===== src/rtl/srb_map.svh =====
// Purpose: offsets, field positions and reset values of the serial port
// Assumes: word index = byte address / 4 on a 32-bit bus
// Notes: definitions only
`ifndef SRB_MAP_SVH
`define SRB_MAP_SVH
// ============================================================
// register indices
`define SRB_IDX_BAUD_HI 4'h0
`define SRB_IDX_BAUD_LO 4'h1
`define SRB_IDX_CTRL1 4'h2
`define SRB_IDX_CTRL2 4'h3
`define SRB_IDX_STAT1 4'h4
`define SRB_IDX_STAT2 4'h5
`define SRB_IDX_DATA_HI 4'h6
`define SRB_IDX_DATA_LO 4'h7
`define SRB_IDX_IRQ_STAT 4'h8
`define SRB_IDX_IRQ_MASK 4'h9
`define SRB_IDX_LAST 4'h9
// ============================================================
// field positions
`define SRB_BIT_IR_ON 7
`define SRB_BIT_BANK 7
`define SRB_BIT_TXE 3
`define SRB_BIT_RXE 2
`define SRB_BIT_T8 6
// ============================================================
// reset values and masks
`define SRB_RST_BAUD_LO 8'h04
`define SRB_RST_BYTE 8'h00
`define SRB_SR2_WMASK 8'h9e
`endif


===== src/rtl/srb_pkg.sv =====
// Purpose: types of the serial port register block
// Assumes: nothing
// Notes: one packed struct carries all module state except the gap_q and clean_q check registers
package srb_pkg;
    typedef enum logic [0:0] {
        SRB_BG_IDLE = 1'b0,
        SRB_BG_RUN = 1'b1
    } srb_bg_t;

    typedef struct packed {
        logic aw_v;
        logic [4:0] aw_dec;
        logic w_v;
        logic [7:0] w_data;
        logic w_be;
        logic bvalid;
        logic rvalid;
        logic [7:0] rdata;
        logic [7:0] hold;
        logic [7:0] bdh;
        logic [7:0] bdl;
        logic [7:0] cr1;
        logic [2:0] aflag;
        logic [2:0] aen;
        logic [2:0] ackz;
        logic [7:0] cr2;
        logic [7:0] sr2;
        logic t8;
        logic [7:0] tx_data;
        logic tx_wr;
        logic [1:0] ist;
        logic [1:0] imk;
        srb_bg_t bg;
        logic [12:0] cnt;
        logic tick;
        logic [3:0] pw;
    } srb_state_t;
endpackage


===== src/rtl/srb_top.sv =====
// Purpose: serial port register map and baud tick generator
// Assumes: axi4-lite slave, 32-bit data, frame logic on same clock
// Notes: byte address = index * 4, low byte lane only
`timescale 1ns/10ps
`include "srb_map.svh"
module srb_top #(
    parameter int ADDR_W = 8
) (
    input wire logic aclk,
    input wire logic aresetn,
    input wire logic [ADDR_W-1:0] awaddr,
    input wire logic [2:0] awprot,
    input wire logic awvalid,
    output logic awready,
    input wire logic [31:0] wdata,
    input wire logic [3:0] wstrb,
    input wire logic wvalid,
    output logic wready,
    output logic [1:0] bresp,
    output logic bvalid,
    input wire logic bready,
    input wire logic [ADDR_W-1:0] araddr,
    input wire logic [2:0] arprot,
    input wire logic arvalid,
    output logic arready,
    output logic [31:0] rdata,
    output logic [1:0] rresp,
    output logic rvalid,
    input wire logic rready,
    input wire logic [7:0] main_status,
    input wire logic rx_ninth,
    input wire logic [7:0] rx_data,
    input wire logic rx_active,
    input wire logic [2:0] alt_event,
    input wire logic berr_value,
    output logic baud_tick,
    output logic infrared_enable,
    output logic [1:0] ir_pulse_width_sel,
    output logic [3:0] ir_pulse_32nds,
    output logic [7:0] line_format_ctrl,
    output logic [7:0] tx_rx_enable_ctrl,
    output logic [2:0] break_biterr_ctrl,
    output logic [3:0] polarity_ctrl,
    output logic [7:0] tx_data,
    output logic tx_ninth,
    output logic tx_data_wr,
    output logic irq
);
    import srb_pkg::*;

    // ============================================================
    // functions
    // {bad, index}; misaligned or beyond the map is bad
    function automatic logic [4:0] dec_fn(input logic [ADDR_W-1:0] a);
        logic [3:0] ix;
        logic bad;
        ix = a[5:2];
        bad = (|a[1:0]) || (ix > `SRB_IDX_LAST);
        if (ADDR_W > 6) begin
            bad = bad || (|(a >> 6));
        end
        return {bad, ix};
    endfunction

    // clocks between sampling ticks
    function automatic logic [12:0] per_fn(input logic [7:0] hi,
                                           input logic [7:0] lo);
        if (hi[`SRB_BIT_IR_ON]) begin
            return {hi[4:0], lo[7:1], 1'b0};
        end
        return {hi[4:0], lo};
    endfunction

    // narrow pulse in 1/32 bit units
    function automatic logic [3:0] pw_fn(input logic [1:0] code);
        case (code)
            2'b11: return 4'h8;
            2'b10: return 4'h1;
            2'b01: return 4'h2;
            default: return 4'h6;
        endcase
    endfunction

    // ============================================================
    // state
    srb_state_t s_q;
    srb_state_t s_d;
    logic [4:0] rd_dec;
    logic [12:0] per;
    logic bank;
    logic wr_go;
    logic [3:0] wr_idx;

    assign rd_dec = dec_fn(araddr);
    assign per = per_fn(s_q.bdh, s_q.bdl);
    assign bank = s_q.sr2[`SRB_BIT_BANK];
    assign wr_go = s_q.aw_v && s_q.w_v;
    assign wr_idx = s_q.aw_dec[3:0];

    // ============================================================
    // next state
    always_comb begin
        logic [7:0] wd;
        logic [7:0] rd;
        logic lo_wr;
        logic start;
        wd = s_q.w_data;
        rd = 8'h00;
        lo_wr = 1'b0;
        start = 1'b0;
        s_d = s_q;
        s_d.tick = 1'b0;
        s_d.tx_wr = 1'b0;
        if (s_q.bvalid && bready) begin
            s_d.bvalid = 1'b0;
        end
        if (s_q.rvalid && rready) begin
            s_d.rvalid = 1'b0;
        end
        if (awvalid && awready) begin
            s_d.aw_v = 1'b1;
            s_d.aw_dec = dec_fn(awaddr);
        end
        if (wvalid && wready) begin
            s_d.w_v = 1'b1;
            s_d.w_data = wdata[7:0];
            s_d.w_be = wstrb[0];
        end
        // clears first so that a same-cycle event still lands
        if (wr_go) begin
            s_d.aw_v = 1'b0;
            s_d.w_v = 1'b0;
            s_d.bvalid = 1'b1;
            if (!s_q.aw_dec[4] && s_q.w_be) begin
                case (wr_idx)
                    `SRB_IDX_BAUD_HI: begin
                        if (bank) begin
                            s_d.aflag = s_q.aflag & ~{wd[7], wd[1:0]};
                        end else begin
                            s_d.hold = wd;
                        end
                    end
                    `SRB_IDX_BAUD_LO: begin
                        if (bank) begin
                            s_d.aen = {wd[7], wd[1:0]};
                        end else begin
                            s_d.bdl = wd;
                            s_d.bdh = s_q.hold;
                            s_d.pw = pw_fn(s_q.hold[6:5]);
                            lo_wr = 1'b1;
                        end
                    end
                    `SRB_IDX_CTRL1: begin
                        if (bank) begin
                            s_d.ackz = wd[2:0];
                        end else begin
                            s_d.cr1 = wd;
                        end
                    end
                    `SRB_IDX_CTRL2: s_d.cr2 = wd;
                    `SRB_IDX_STAT2: s_d.sr2 = wd & `SRB_SR2_WMASK;
                    `SRB_IDX_DATA_HI: s_d.t8 = wd[`SRB_BIT_T8];
                    `SRB_IDX_DATA_LO: begin
                        s_d.tx_data = wd;
                        s_d.tx_wr = 1'b1;
                    end
                    `SRB_IDX_IRQ_STAT: s_d.ist = s_q.ist & ~wd[1:0];
                    `SRB_IDX_IRQ_MASK: s_d.imk = wd[1:0];
                    default: s_d.ist = s_d.ist;
                endcase
            end
        end
        s_d.aflag = s_d.aflag | alt_event;
        // read mux, sampled at the address handshake
        if (arvalid && arready) begin
            s_d.rvalid = 1'b1;
            if (!rd_dec[4]) begin
                case (rd_dec[3:0])
                    `SRB_IDX_BAUD_HI: rd = bank ?
                        {s_q.aflag[2], 4'h0, berr_value, s_q.aflag[1:0]} :
                        s_q.bdh;
                    `SRB_IDX_BAUD_LO: rd = bank ?
                        {s_q.aen[2], 5'h00, s_q.aen[1:0]} : s_q.bdl;
                    `SRB_IDX_CTRL1: rd = bank ?
                        {5'h00, s_q.ackz} : s_q.cr1;
                    `SRB_IDX_CTRL2: rd = s_q.cr2;
                    `SRB_IDX_STAT1: rd = main_status;
                    `SRB_IDX_STAT2: rd = s_q.sr2 | {7'h00, rx_active};
                    `SRB_IDX_DATA_HI: rd = {rx_ninth, s_q.t8, 6'h00};
                    `SRB_IDX_DATA_LO: rd = rx_data;
                    `SRB_IDX_IRQ_STAT: rd = {6'h00, s_q.ist};
                    `SRB_IDX_IRQ_MASK: rd = {6'h00, s_q.imk};
                    default: rd = 8'h00;
                endcase
            end
            s_d.rdata = rd;
        end
        // baud generator; runs off the live divisor only
        case (s_q.bg)
            SRB_BG_IDLE: begin
                s_d.cnt = 13'h0000;
                if (s_q.cr2[`SRB_BIT_TXE] || s_q.cr2[`SRB_BIT_RXE]) begin
                    s_d.bg = SRB_BG_RUN;
                    start = 1'b1;
                end
            end
            SRB_BG_RUN: begin
                if (per == 13'h0000) begin
                    s_d.cnt = 13'h0000;
                end else if (s_q.cnt >= per - 13'h0001) begin
                    s_d.cnt = 13'h0000;
                    s_d.tick = 1'b1;
                end else begin
                    s_d.cnt = s_q.cnt + 13'h0001;
                end
            end
            default: s_d.bg = SRB_BG_IDLE;
        endcase
        s_d.ist = s_d.ist | {lo_wr, start};
    end

    // ============================================================
    // registers
    always_ff @(posedge aclk) begin
        if (!aresetn) begin
            s_q <= '0;
            s_q.bdl <= `SRB_RST_BAUD_LO;
            s_q.bg <= SRB_BG_IDLE;
        end else begin
            s_q <= s_d;
        end
    end

    // ============================================================
    // outputs
    assign awready = !s_q.aw_v && !s_q.bvalid;
    assign wready = !s_q.w_v && !s_q.bvalid;
    assign arready = !s_q.rvalid;
    assign bvalid = s_q.bvalid;
    assign bresp = 2'b00;
    assign rvalid = s_q.rvalid;
    assign rresp = 2'b00;
    assign rdata = {24'h000000, s_q.rdata};
    assign baud_tick = s_q.tick;
    assign infrared_enable = s_q.bdh[`SRB_BIT_IR_ON];
    assign ir_pulse_width_sel = s_q.bdh[6:5];
    assign ir_pulse_32nds = s_q.pw;
    assign line_format_ctrl = s_q.cr1;
    assign tx_rx_enable_ctrl = s_q.cr2;
    assign break_biterr_ctrl = s_q.ackz;
    assign polarity_ctrl = s_q.sr2[4:1];
    assign tx_data = s_q.tx_data;
    assign tx_ninth = s_q.t8;
    assign tx_data_wr = s_q.tx_wr;
    // alternative flags share the line through their own enables
    assign irq = (|(s_q.ist & s_q.imk)) || (|(s_q.aflag & s_q.aen));

    // ============================================================
    // checks
    logic [12:0] gap_q;
    logic clean_q;
    logic [12:0] div;
    logic lo_go;
    logic hi_go;

    assign div = {s_q.bdh[4:0], s_q.bdl};
    assign lo_go = wr_go && !s_q.aw_dec[4] && s_q.w_be && !bank &&
                   (wr_idx == `SRB_IDX_BAUD_LO);
    assign hi_go = wr_go && !s_q.aw_dec[4] && s_q.w_be && !bank &&
                   (wr_idx == `SRB_IDX_BAUD_HI);

    // gap is only trusted once a tick has followed the last write to any register
    always_ff @(posedge aclk) begin
        if (!aresetn) begin
            gap_q <= 13'h0000;
            clean_q <= 1'b0;
        end else begin
            gap_q <= baud_tick ? 13'h0001 : gap_q + 13'h0001;
            if (wr_go) begin
                clean_q <= 1'b0;
            end else if (baud_tick) begin
                clean_q <= 1'b1;
            end
        end
    end
endmodule


===== config.mk =====
export PLATFORM = sky130hd
export DESIGN_NAME = srb_top
export DESIGN_NICKNAME = d
export VERILOG_FILES = /design/src/rtl/srb_pkg.sv /design/src/rtl/srb_top.sv
export VERILOG_INCLUDE_DIRS = /design/src /design/src/rtl
export SDC_FILE = /design/constraint.sdc
export NUM_CORES = 1
export LEC_CHECK = 0
export ABC_AREA = 1
export CAP_MARGIN = 5
export CORE_UTILIZATION = 45
export CTS_CLUSTER_DIAMETER = 50
export DETAILED_ROUTE_END_ITERATION = 16
export DONT_BUFFER_PORTS = 1
export GPL_ROUTABILITY_DRIVEN = 0
export PLACE_DENSITY = 0.58
export SYNTH_ARGS = -nofsm -noshare
export SYNTH_HDL_FRONTEND = slang
export SYNTH_SLANG_ARGS = --single-unit
export TNS_END_PERCENT = 30

===== constraint.sdc =====
create_clock -name aclk -period 5.1 [get_ports aclk]
set_clock_uncertainty 0.1 [all_clocks]
set_input_delay 0.255 -clock aclk [delete_from_list [all_inputs] [get_ports aclk]]
set_output_delay 0.255 -clock aclk [all_outputs]
set_load 0.01 [all_outputs]

# --- Word-level counts from Yosys, hierarchy flattened ---
# Index checks and enable logic that the tools add are counted.
totals:
  out_inout_bits: 83
  reg_bits: 113
  elab_cells: 145
  input_bits: 87
op_classes:
  n_reduce_logical: 44
  n_mux: 38
  n_lt_le_gt_ge: 3
  add_sub_neg: 2
  n_bitwise: 12
  eq_ne: 20
ops:
  columns: ["cell", "count"]
  rows:
  - ["$pmux 8 s10", 1]
  - ["$mux 39", 2]
  - ["$mux 13", 4]
  - ["$mux 8", 6]
  - ["$eq 4x3->1 const B", 7]
  - ["$pmux 13 s2", 1]
  - ["$reduce_and 4->1", 5]
  - ["$mux 3", 6]
  - ["$mux 9", 2]
  - ["$reduce_and 3->1", 6]
  - ["$eq 4x2->1 const B", 4]
  - ["$eq 4x4->1 const B", 4]
  - ["$add 13x1->13 const B", 1]
  - ["$ge 13x13->1", 1]
  - ["$logic_not 13->1", 1]
  - ["$mux 1", 13]
  - ["$sub 13x1->13 const B", 1]
  - ["$pmux 4 s3", 1]
  - ["$reduce_or 2->1", 6]
  - ["$logic_and 1x1->1", 9]
  - ["$eq 4x1->1 const B", 2]
  - ["$gt 4x4->1 const B", 2]
  - ["$logic_not 4->1", 2]
  - ["$or 8x1->8", 1]
  - ["other kinds (14)", 31]

# --- Depth between registers and ports, before layout ---
# Gate-level depths: netlist (run 1).
depth:
  depth_word: 7
  ltp_mapped: 16
  ltp_nobuf: 15

# --- Least setup slack after synthesis (run 1) ---
# Ideal clock, no wire load.
synth_path:
  kind: "flip-flop to flip-flop"
  start: "register s_q (netlist bit infrared_enable)"
  end: "register s_q[11] (netlist name)"
  path_buffers: 1
  synth_period_minus_slack_ns: 2.401
  path_slack_ns: 2.699
  required_ns: 4.884
  stages_incl_launch_ff: 15
  arrival_time_ns: 2.186
  setup_ns: 0.116
  path_cell_list: "dfxtp_1 nor2_1 inv_1 ha_1 nand3_2 nor3_1 nand2_1 xor2_1 ha_1 nand4_1 nor3_1 o21ai_0 nand3_2 buf_4 nor2_1"
synth_via:
  elab_chain_cells: 7
  elab_cells_between_ends: 8
  classes_between: "add/sub (1); order compare (1); mux (5); reduce/logical (1)"
synth_rtl:
  columns: ["element", "line", "text"]
  rows:
  - ["start, declared", "srb_top.sv:86", "srb_state_t s_q;"]
  - ["$mux 1 *", "srb_top.sv:68", "if (hi[`SRB_BIT_IR_ON]) begin"]
  - ["$mux 13 *", "srb_top.sv:71", "return {hi[4:0], lo};"]
  - ["$sub 13x1->13", "srb_top.sv:210", "end else if (s_q.cnt >= per - 13'h0001) begin"]
  - ["$ge 13x13->1", "srb_top.sv:210", null]
  - ["$mux 13", "srb_top.sv:210", null]
  - ["$mux 13 *", "srb_top.sv:208", "if (per == 13'h0000) begin"]
  - ["$pmux 13 s2 *", "srb_top.sv:199", "case (s_q.bg)"]
# Mark *: on every way between the ends. The rest lies on a longest branch, timed or not.
# A chain may end at the register's enable or synchronous reset.

# --- Final worst setup path (run 1) ---
layout_path:
  start: "register s_q (netlist bit infrared_enable)"
  end: "register s_q[16] (netlist name)"
# The elaborated chain is that of the path after synthesis.

==> flow_summary.toml, run 1 <==
[outcome]
status = "finished clean"

[clock_tree]
cts_tree = "yes"
ctsResizeCount = 0
cts_buffers = 17
cts.sinks = 113
cts_hold_buf = 24
htree_levels = 4
cts_buffer_depth = 2
clockRootBuffer = "clkbuf_16"
clk_latency_ns = 0.42
post_cts_buffers = 0
clk_pin_slew_worst_paths_ns = 0.05

[min_path]
hold_depth = 2
hold_path.startpoint = "awvalid"
hold_path.class = "primary input to register"
holdPathEnd = "s_q[112]$_SDFFE_PN0P_"

[sta]
period_minus_slack_ns = 2.81
hold_viol = 0
rsz0062_at_grt = "no"
tightest_slew_ns = 0.777
fmax_mhz = 355
setup_tns_ns = 0
slew_violations = 0
finalSetupViolations = 0
fin_crit_sh_pct = 55.2
slew_headroom_pct = 48.1

[detailed_routing]
vias = 5086
drt-initial-drc-count = 349
drc = 0
ant_nets = 0
wl_per_cell_um = 15.2
first_pass_iters = 5
via_per_inst = 5.11
wl_mm = 15.2

[floorplanning]
die-area_um2 = 13700
rows = 41
fp.coreArea_um2 = 12800
die_w_um = 117
start_util_pct = 46.6
die_h_um = 117
io-pin-count = 170

[worst_setup_path]
worst_setup_path_start_kind = "register"
worst_ep_arrival_time_ns = 3.06
r2r_end = "s_q[16]$_SDFF_PP0_"
slowest_stage = "dfxtp_1"
critPathBufInv = 1
r2r_cells = 13
timing.rr.start = "infrared_enable$_SDFFE_PN0P_"
cpPeakStageDelay_ns = 0.46
path_cells = "nor2_1 -> inv_1 -> ha_1 -> nand3_2 -> nor3_1 -> nand2_1 -> xor2_1 -> ha_1 -> a21oi_1 -> o21ai_0 -> nor2_1 -> nand3_2 -> nor2_1"
cpLargestDelayFamily = "simple AND/OR/NAND/NOR gates"
regToRegSetupSlack_ns = 2.29
crit_top_cell = "nor2_1"
crit_required_ns = 5.34
critPathKind = "register to register"
critPathCaptureType = "register"
critPathMaxFanout = 13

[final_layout]
multiInputGateArea_um2 = 2880
diodes = 0
stdcell_count = 995
area_delta_synth_final_pct = 8.50
register_area_um2 = 2260
drive_above_1_share_pct = 7.41
mostFrequentLayoutCells = "nand2_1, nor2_1, dfxtp_1, o21ai_0, a21oi_1"
mostFrequentLayoutCell = "nand2_1"
fillers = 1240
final_nets = 914

[placed_design]
hpwlAfterDp_mm = 11.0
dp.cells = 941
portBuffers = 0

[grt]
antenna_found_initial = 0
globalRouteMet1Util_pct = 28.4
grt_pass1_vias = 4712
top_usage_layer = "met2"
grt.overflow.total = 0
grt_pass1_wl_mm = 23.4
grt_usage_pct = 23.1
met3_usage_pct = 7.83
met2_usage_pct = 37.2
grt_max_degree = 79

[yosys]
yosysUniqueCellTypes = 40
synth-seq-cells = 113
synth_edf_count = 0
ys_seq_area_share_pct = 38.0
netlist_area_um2 = 5950
avgSynthCellArea_um2 = 7.09
synthFlopType = "dfxtp_1"
yosys_warnings = 0
postSynthCellCount = 839
async_reset_ff_share_pct = 0

[run]
cap_violations = 0

[power]
peakVddDrop_mv = 0.232
cellPowerDensity_nw_per_um2 = 350
leakage_nw = 2.73
## flip-flops by register name, indices dropped and copies added (netlist names)
name	flops
bank	1
baud_tick	1
break_biterr_ctrl	3
bvalid	1
div	13
infrared_enable	1
ir_pulse_32nds	4
ir_pulse_width_sel	2
line_format_ctrl	8
polarity_ctrl	4
rdata	8
rvalid	1
s_q	48
tx_data	8
tx_data_wr	1
tx_ninth	1
tx_rx_enable_ctrl	8
## cells by family (layout without fill, tap and decap cells)
logic type,after synthesis,in the layout,share of synthesized area (%)
adder cells (fa/ha/maj),15,15,3.16
AO/OA/AOI/OAI,159,159,13.7
other,1,28,0.0631
XOR/XNOR,18,18,2.65
flip-flops,113,113,38.0
buffers and inverters,161,118,15.3
AND/OR/NAND/NOR,372,372,27.2
## synthesized netlist by cell type (2+ instances only)
library cell  count  area [um^2]
nor2_2            4         25.0
o21ai_1          12         60.1
nand4_1           3         18.8
clkinv_1          2         7.51
ha_1             15          188
dfxtp_1         113         2260
nand3_1          40          200
buf_4            78          586
inv_1            52          195
nand3_2           4         40.0
nor3_1            9         45.0
nor2_4            2         22.5
nor3_2            3         30.0
inv_2             9         33.8
nor4_1            2         12.5
a21oi_1          66          330
xnor2_1           6         52.6
nand2_1         155          582
buf_2             8         40.0
o21ai_0          75          375
clkbuf_1         11         41.3
nand2_2           3         18.8
xor2_1           12          105
nor2_1          139          522
## worst max-delay path by stage
stage / from / to / slack, ns / cells past startpoint
after floorplan: infrared_enable$_SDFFE_PN0P_ / s_q[11]$_SDFF_PP0_ / 2.70 / 14
after global placement: infrared_enable$_SDFFE_PN0P_ / s_q[15]$_SDFF_PP0_ / 2.34 / 13
after detailed placement: infrared_enable$_SDFFE_PN0P_ / s_q[15]$_SDFF_PP0_ / 2.25 / 13
after CTS: infrared_enable$_SDFFE_PN0P_ / s_q[15]$_SDFF_PP0_ / 2.23 / 13
after global routing: infrared_enable$_SDFFE_PN0P_ / s_q[6]$_SDFF_PP0_ / 1.92 / 13
final: infrared_enable$_SDFFE_PN0P_ / s_q[16]$_SDFF_PP0_ / 2.29 / 13
## cell type report
type,instances,share of cell area (%)
multi-input cells,592,44.6
flip-flops and latches,113,35.1
clock buffers,19,6.71
repair buffers,24,3.99
inverters,64,3.74
well taps,172,3.34
clock inverters,11,2.56
## worst register-to-register path, cell delays in order (launching register included)
cell and delay [ns]:
dfxtp_1 0.46, nor2_1 0.11, inv_1 0.08, ha_1 0.19
nand3_2 0.13, nor3_1 0.27, nand2_1 0.10, xor2_1 0.15
ha_1 0.29, a21oi_1 0.12, o21ai_0 0.10, nor2_1 0.18
nand3_2 0.26, nor2_1 0.18
## through the flow
| step | hold slack [ns] | util, % | instance area, um^2 | power (mW) | worst slack (ns) |
|---|---|---|---|---|---|
| 6_report | 0.0677 | 50.5 | 6450 | 2.26 | 2.29 |
| 5_1_grt | 0.0813 | 50.5 | 6450 | 2.34 | 1.92 |
| 4_1_cts | 0.0365 | 50.5 | 6450 | 2.27 | 2.23 |
| 3_5_place_dp | 0.270 | 43.8 | 5600 | 1.05 | 2.25 |
| 3_3_place_gp | 0.267 | 43.8 | 5600 | 1.05 | 2.34 |
| 2_1_floorplan | 0.285 | - | 6050 | 1.04 | 2.70 |
## power by group
group / switching (mW) / internal [mW] / total (mW)
registers: 0.0271 / 0.901 / 0.928
clock network: 0.396 / 0.806 / 1.20
logic: 0.0880 / 0.0397 / 0.128
total: 0.511 / 1.75 / 2.26
## per-layer routing
| layer | share of wire (%) | up-vias | wire [um] |
|---|---|---|---|
| li1 | - | 2559 | - |
| met1 | 45 | 2331 | 6810 |
| met2 | 46 | 172 | 7040 |
| met3 | 6.6 | 24 | 1010 |
| met4 | 2.1 | 0 | 311 |
| met5 | 0 | - | 0 |
Note: power is estimated with default switching activity, not from simulation.
==> run 2: changes to the inputs <==
--- a/config.mk
+++ b/config.mk
@@ -6,7 +6,7 @@
 export SDC_FILE = /design/constraint.sdc
 export NUM_CORES = 1
 export LEC_CHECK = 0
-export ABC_AREA = 1
+export ABC_AREA = 0
 export CAP_MARGIN = 5
 export CORE_UTILIZATION = 45
 export CTS_CLUSTER_DIAMETER = 50
==> constraint.sdc (replaced) <==
create_clock -name aclk -period 2.8 [get_ports aclk]
set_clock_uncertainty 0.1 [all_clocks]
set_input_delay 0.14 -clock aclk [delete_from_list [all_inputs] [get_ports aclk]]
set_output_delay 0.14 -clock aclk [all_outputs]
set_load 0.01 [all_outputs]
==> run 2 against run 1 <==
Hold slack lost 0.041 ns. Combinational power grew 48%. Utilization grew 1.4 points. Clock power grew 80%. Critical path depth is the same.
==> flow_summary.toml, run 2 <==
[outcome]
status = "finished clean"

[power]
swShare_pct = 21.8
peakVddDrop_mv = 0.480
total_power_mw = 4.03
intPower_mw = 3.15
sequentialPowerShare_pct = 41.7
combPwrFrac_pct = 4.7
p_sw_uw = 877
leakage_nw = 2.51
cellPowerDensity_nw_per_um2 = 588
clockPowerShare_pct = 53.6

[yosys]
synthXorXnorAreaFrac_pct = 3.18
yosysTopAreaCell = "dfxtp_1"
synthMuxAreaShare_pct = 12.0
yosys-top-cells-count = "dfxtp_1, buf_4, nor2_1"
yosys_warnings = 0
yosysUniqueCellTypes = 69
netlist_area_um2 = 6060
postSynthCellCount = 694
synth-seq-cells = 113
synth-adder-area-share_pct = 3.10
synth_top_family_by_area = "simple AND/OR/NAND/NOR gates"
avgSynthCellArea_um2 = 8.73
synthMostInstantiatedCell = "dfxtp_1"
synthSimpleGateAreaFrac_pct = 18.9
yosys-top-cells-area = "dfxtp_1, mux2i_1, buf_4"
async_reset_ff_share_pct = 0
synthFlopType = "dfxtp_1"
yosys.area.top_type_share_pct = 37.4
synth_compound_area_share_pct = 12.6
ys_seq_area_share_pct = 37.4
synth_edf_count = 0

[grt]
grt_max_degree = 33
grt.overflow.total = 0
grt_pass1_wl_mm = 24.7
grt_usage_pct = 22.9
antenna_found_initial = 0
grt_pass1_vias = 4617

[clock_tree]
clk_latency_ns = 0.40
htree_levels = 4
clockRootBuffer = "clkbuf_16"
cts_tree = "yes"
cts_buffer_depth = 2
cts.sinks = 113
clk_pin_slew_worst_paths_ns = 0.06
cts_buffers = 17

[final_layout]
regMostFlops = "s_q"
stdcell_count = 870
fillers = 1252
diodes = 0
fin_area_um2 = 6850
largest_register_ffs = 48
final_nets = 784
area_delta_synth_final_pct = 13.0
fin_util_pct = 51.9
mostFrequentLayoutCells = "dfxtp_1, nor2_1, mux2i_1, nand2_1, a21oi_1"
drive_above_1_share_pct = 12.0
mostFrequentLayoutCell = "dfxtp_1"

[sta]
slew_headroom_pct = 43.9
rsz0062_at_grt = "no"
tightest_slew_ns = 0.839
slew_violations = 0
period_minus_slack_ns = 2.66
setup_ws_ns = 0.137
fin_crit_sh_pct = 95.1
fmax_mhz = 376
finalSetupViolations = 0
setup_tns_ns = 0
hold_ws_ns = 0.0270
hold_viol = 0

[placed_design]
dp.cells = 805
hpwlAfterDp_mm = 10.8
dpl_worst_slack_ns = -0.0340
portBuffers = 0
placed_area_um2 = 5860

[worst_setup_path]
critPathMaxFanout = 7
crit_required_ns = 2.99
worst_ep_arrival_time_ns = 2.85
worst_setup_path_start_kind = "register"
critPathCaptureType = "register"
timing.rr.start = "div[0]$_SDFFE_PN0P_"
critPathKind = "register to register"
r2r_end = "s_q[16]$_SDFF_PP0_"
regToRegSetupSlack_ns = 0.14
r2r_cells = 13

[detailed_routing]
via_per_inst = 5.43
drt-initial-drc-count = 363
wl_mm = 15.5
first_pass_iters = 5
drc = 0
vias = 4728
wl_per_cell_um = 17.8
ant_nets = 0

[min_path]
holdPathEnd = "rdata[1]$_SDFFE_PN0P_"
hold_depth = 2
hold_path.class = "primary input to register"
hold_path.startpoint = "araddr[4]"

[run]
cap_violations = 0

[floorplanning]
die_w_um = 118
fp.coreArea_um2 = 13200
die_h_um = 118
start_util_pct = 45.9
io-pin-count = 170
rows = 42
die-area_um2 = 13900
[run 2: cell types whose count changed in the layout (fill, tap and decap cells not counted), sizes merged, moves of 11 or more]
cell	delta
a21oi	-26
inv	-45
nand3	-28
mux2i	+60
nand2	-106
o21ai	-62
and2	+11
nor3	+13
buf	+24
nor2	-77
[run 2: kinds of logic (layout without fill, tap and decap cells)]
logic type / count (synthesis) / after routing
compound gates: 118 / 118
xor+xnor: 22 / 22
other cells: 1 / 28
buf+inv: 132 / 105
fa+ha+maj: 15 / 15
simple gates: 224 / 224
flops: 113 / 113
mux: 69 / 69
[run 2: what timing repair did]
| action | in CTS | in global routing |
|---|---|---|
| pin swaps | 1 | 5 |
| setup endpoints to repair | 13 | 14 |
| hold buffers | 33 | 0 |
| setup buffers | 0 | 1 |
| gates resized for setup | 2 | 11 |
| hold endpoints to repair | 33 | 0 |
[run 2: final cells by class]
cell class	count	area [um^2]	share of cell area [%]
inverter	16	60.1	0.877
clock buffer	22	464	6.78
multi-input combinational	476	3180	46.4
timing repair buffer	58	529	7.73
sequential	113	2260	33.1
clock inverter	9	133	1.94
tap	176	220	3.22
[run 2: worst max-delay path, stage by stage, from the launching register on]
cell and delay [ns]:
dfxtp_2 0.32, nor2b_4 0.13, inv_2 0.08, ha_4 0.13, nor3b_4 0.24, nand2_2 0.10, buf_6 0.14, xor2_1 0.14
ha_1 0.31, nand2_2 0.06, a2111o_1 0.42, o21ai_2 0.18, buf_6 0.15, nor3_1 0.05
[run 2: metal layers]
layer | up-vias | GRT usage, % | part of all wire [%]
li1 | 2304 | - | -
met1 | 2241 | 29.6 | 45
met2 | 158 | 36.1 | 46
met3 | 25 | 6.30 | 5.9
met4 | 0 | 8.89 | 2.5
met5 | - | 0 | 0
[run 2: worst max path at each step]
stage,slack [ns],endpoint,startpoint,depth (start not counted)
detailed placement,-0.03,s_q[16]$_SDFF_PP0_,div[0]$_SDFFE_PN0P_,13
floorplan,0.01,s_q[10]$_SDFF_PP0_,infrared_enable$_SDFFE_PN0P_,13
CTS,0.08,s_q[16]$_SDFF_PP0_,div[0]$_SDFFE_PN0P_,13
global placement,0.04,s_q[16]$_SDFF_PP0_,div[0]$_SDFFE_PN0P_,13
finish,0.14,s_q[16]$_SDFF_PP0_,div[0]$_SDFFE_PN0P_,13
global route,0.002,s_q[15]$_SDFF_PP0_,div[0]$_SDFFE_PN0P_,13
[run 2: power by group through the flow]
stage / logic [mW] / clock network (mW) / registers (mW)
4_1_cts: 0.187 / 2.18 / 1.68
2_1_floorplan: 0.179 / 0 / 1.68
6_report: 0.189 / 2.16 / 1.68
3_5_place_dp: 0.145 / 0 / 1.71
3_3_place_gp: 0.142 / 0 / 1.71
5_1_grt: 0.207 / 2.27 / 1.68
==> run 3: changes to the inputs <==
==> constraint.sdc (replaced) <==
create_clock -name aclk -period 3.33 [get_ports aclk]
set_clock_uncertainty 0.1 [all_clocks]
set_input_delay 0.1665 -clock aclk [delete_from_list [all_inputs] [get_ports aclk]]
set_output_delay 0.1665 -clock aclk [all_outputs]
set_load 0.01 [all_outputs]
==> run 3 against run 2 <==
Design area shrank 1.9%. Maximum frequency down 11%. Critical path depth is the same. Combinational power shrank 17%. Utilization decreased by 0.99 points. Hold slack improved by 0.014 ns. Highest routed layer unchanged. Global-route usage is 0.74 points higher. Register-to-register slack improved by 0.19 ns. Critical path type unchanged. Flip-flop and latch count stayed put. Cell count decreased by 1.7%. First-iteration DRC count fell by 5.5%. Worst setup slack improved by 0.19 ns.
==> flow_summary.toml, run 3 (same netlist as run 2, synthesis figures left out) <==
[grt]
grt_pass1_wl_mm = 25.3
grt_max_degree = 60
grt_pass1_vias = 4673
grt.overflow.total = 0
grt_usage_pct = 23.6
antenna_found_initial = 0

[floorplanning]
start_util_pct = 45.9
fp.coreArea_um2 = 13200
die_h_um = 118
die_w_um = 118
die-area_um2 = 13900
io-pin-count = 170
rows = 42

[final_layout]
register_area_um2 = 2260
mostFrequentLayoutCell = "dfxtp_1"
diodes = 0
drive_above_1_share_pct = 8.54
multiInputGateArea_um2 = 3120
stdcell_count = 855
regMostFlops = "s_q"
mostFrequentLayoutCells = "dfxtp_1, nor2_1, mux2i_1, nand2_1, a21oi_1"
area_delta_synth_final_pct = 10.9
largest_register_ffs = 48
final_nets = 768
fin_util_pct = 50.9
fillers = 1246

[sta]
fin_crit_sh_pct = 90.3
fmax_mhz = 333
slew_headroom_pct = 33.5
tightest_slew_ns = 0.995
setup_tns_ns = 0
hold_viol = 0
period_minus_slack_ns = 3.01
rsz0062_at_grt = "no"
finalSetupViolations = 0
slew_violations = 0
hold_ws_ns = 0.0411

[worst_setup_path]
worstSetupStartpoint = "div[0]$_SDFFE_PN0P_"
worst_ep_arrival_time_ns = 3.20
r2r_cells = 13
regToRegSetupSlack_ns = 0.32
r2r_end = "s_q[15]$_SDFF_PP0_"
path_cells = "nor2b_1 -> inv_1 -> ha_1 -> nor3b_1 -> nand2_1 -> nor3_1 -> xnor2_1 -> ha_1 -> nand4_1 -> a2111o_1 -> o21ai_1 -> buf_4 -> nor3_1"
critPathKind = "register to register"
crit_required_ns = 3.53
cpLargestDelayFamily = "simple AND/OR/NAND/NOR gates"
cpPeakStageDelay_ns = 0.43
critPathMaxFanout = 13
worst_setup_path_start_kind = "register"
critPathBufInv = 2
timing.rr.start = "div[0]$_SDFFE_PN0P_"
critPathCaptureType = "register"
slowest_stage = "a2111o_1"

[power]
cellPowerDensity_nw_per_um2 = 532
peakVddDrop_mv = 0.340
total_power_mw = 3.58
leakage_nw = 2.44

[placed_design]
hpwlAfterDp_mm = 10.8
dp.cells = 790
portBuffers = 0

[min_path]
hold_path.startpoint = "wvalid"
holdPathEnd = "s_q[109]$_SDFFE_PP0P_"
hold_path.class = "primary input to register"
hold_depth = 2

[detailed_routing]
vias = 4712
ant_nets = 0
drt-initial-drc-count = 343
via_per_inst = 5.51
wl_mm = 15.6
first_pass_iters = 7
wl_per_cell_um = 18.2
drc = 0

[clock_tree]
post_cts_buffers = 0
cts.sinks = 113
clk_latency_ns = 0.41
cts_buffers = 17
cts_buffer_depth = 2
clockRootBuffer = "clkbuf_16"
htree_levels = 4
clk_pin_slew_worst_paths_ns = 0.05
cts_tree = "yes"

[outcome]
status = "finished clean"

[run]
cap_violations = 0
## run 3: worst max path at each step
stage	to	slack [ns]	depth (start not counted)
after floorplan	s_q[10]$_SDFF_PP0_	0.27	13
after global placement	s_q[16]$_SDFF_PP0_	0.41	13
after detailed placement	s_q[15]$_SDFF_PP0_	0.29	13
after CTS	s_q[15]$_SDFF_PP0_	0.29	13
after global routing	s_q[15]$_SDFF_PP0_	0.02	13
final	s_q[15]$_SDFF_PP0_	0.32	13
## run 3: area by class of cell
cell class | count | area share [%]
clock buffers | 20 | 6.65
clock inverters | 12 | 3.07
inverters | 16 | 0.894
multi-input cells | 476 | 46.5
flip-flops and latches | 113 | 33.7
well taps | 176 | 3.28
repair buffers | 42 | 5.93
## run 3: stage by stage
| step | setup WS [ns] | area (um^2) |
|---|---|---|
| after detailed placement | 0.294 | 5730 |
| after global routing | 0.0175 | 6720 |
| after CTS | 0.286 | 6720 |
| after floorplan | 0.271 | 6160 |
| after global placement | 0.408 | 5730 |
| final | 0.323 | 6720 |
## run 3: power breakdown
part           leakage, nW  total [mW]  internal, mW  switching [mW]
Clock                0.315        2.01          1.35           0.657
Sequential           0.914        1.41          1.37          0.0386
Combinational         1.21       0.157        0.0659          0.0909
## run 3: routing by layer
metal | global-route usage (%) | up-vias | routed length, um
met5 | 0 | - | 0
met4 | 8.17 | 0 | 264
li1 | - | 2269 | -
met3 | 7.56 | 15 | 1110
met2 | 37.6 | 178 | 7250
met1 | 30.0 | 2250 | 6940
## run 3: what timing repair did
| action | CTS | global route |
|---|---|---|
| hold endpoints to repair | 31 | 0 |
| hold buffers | 33 | 0 |
| setup endpoints to repair | 0 | 0 |
| resized for setup | 0 | 0 |
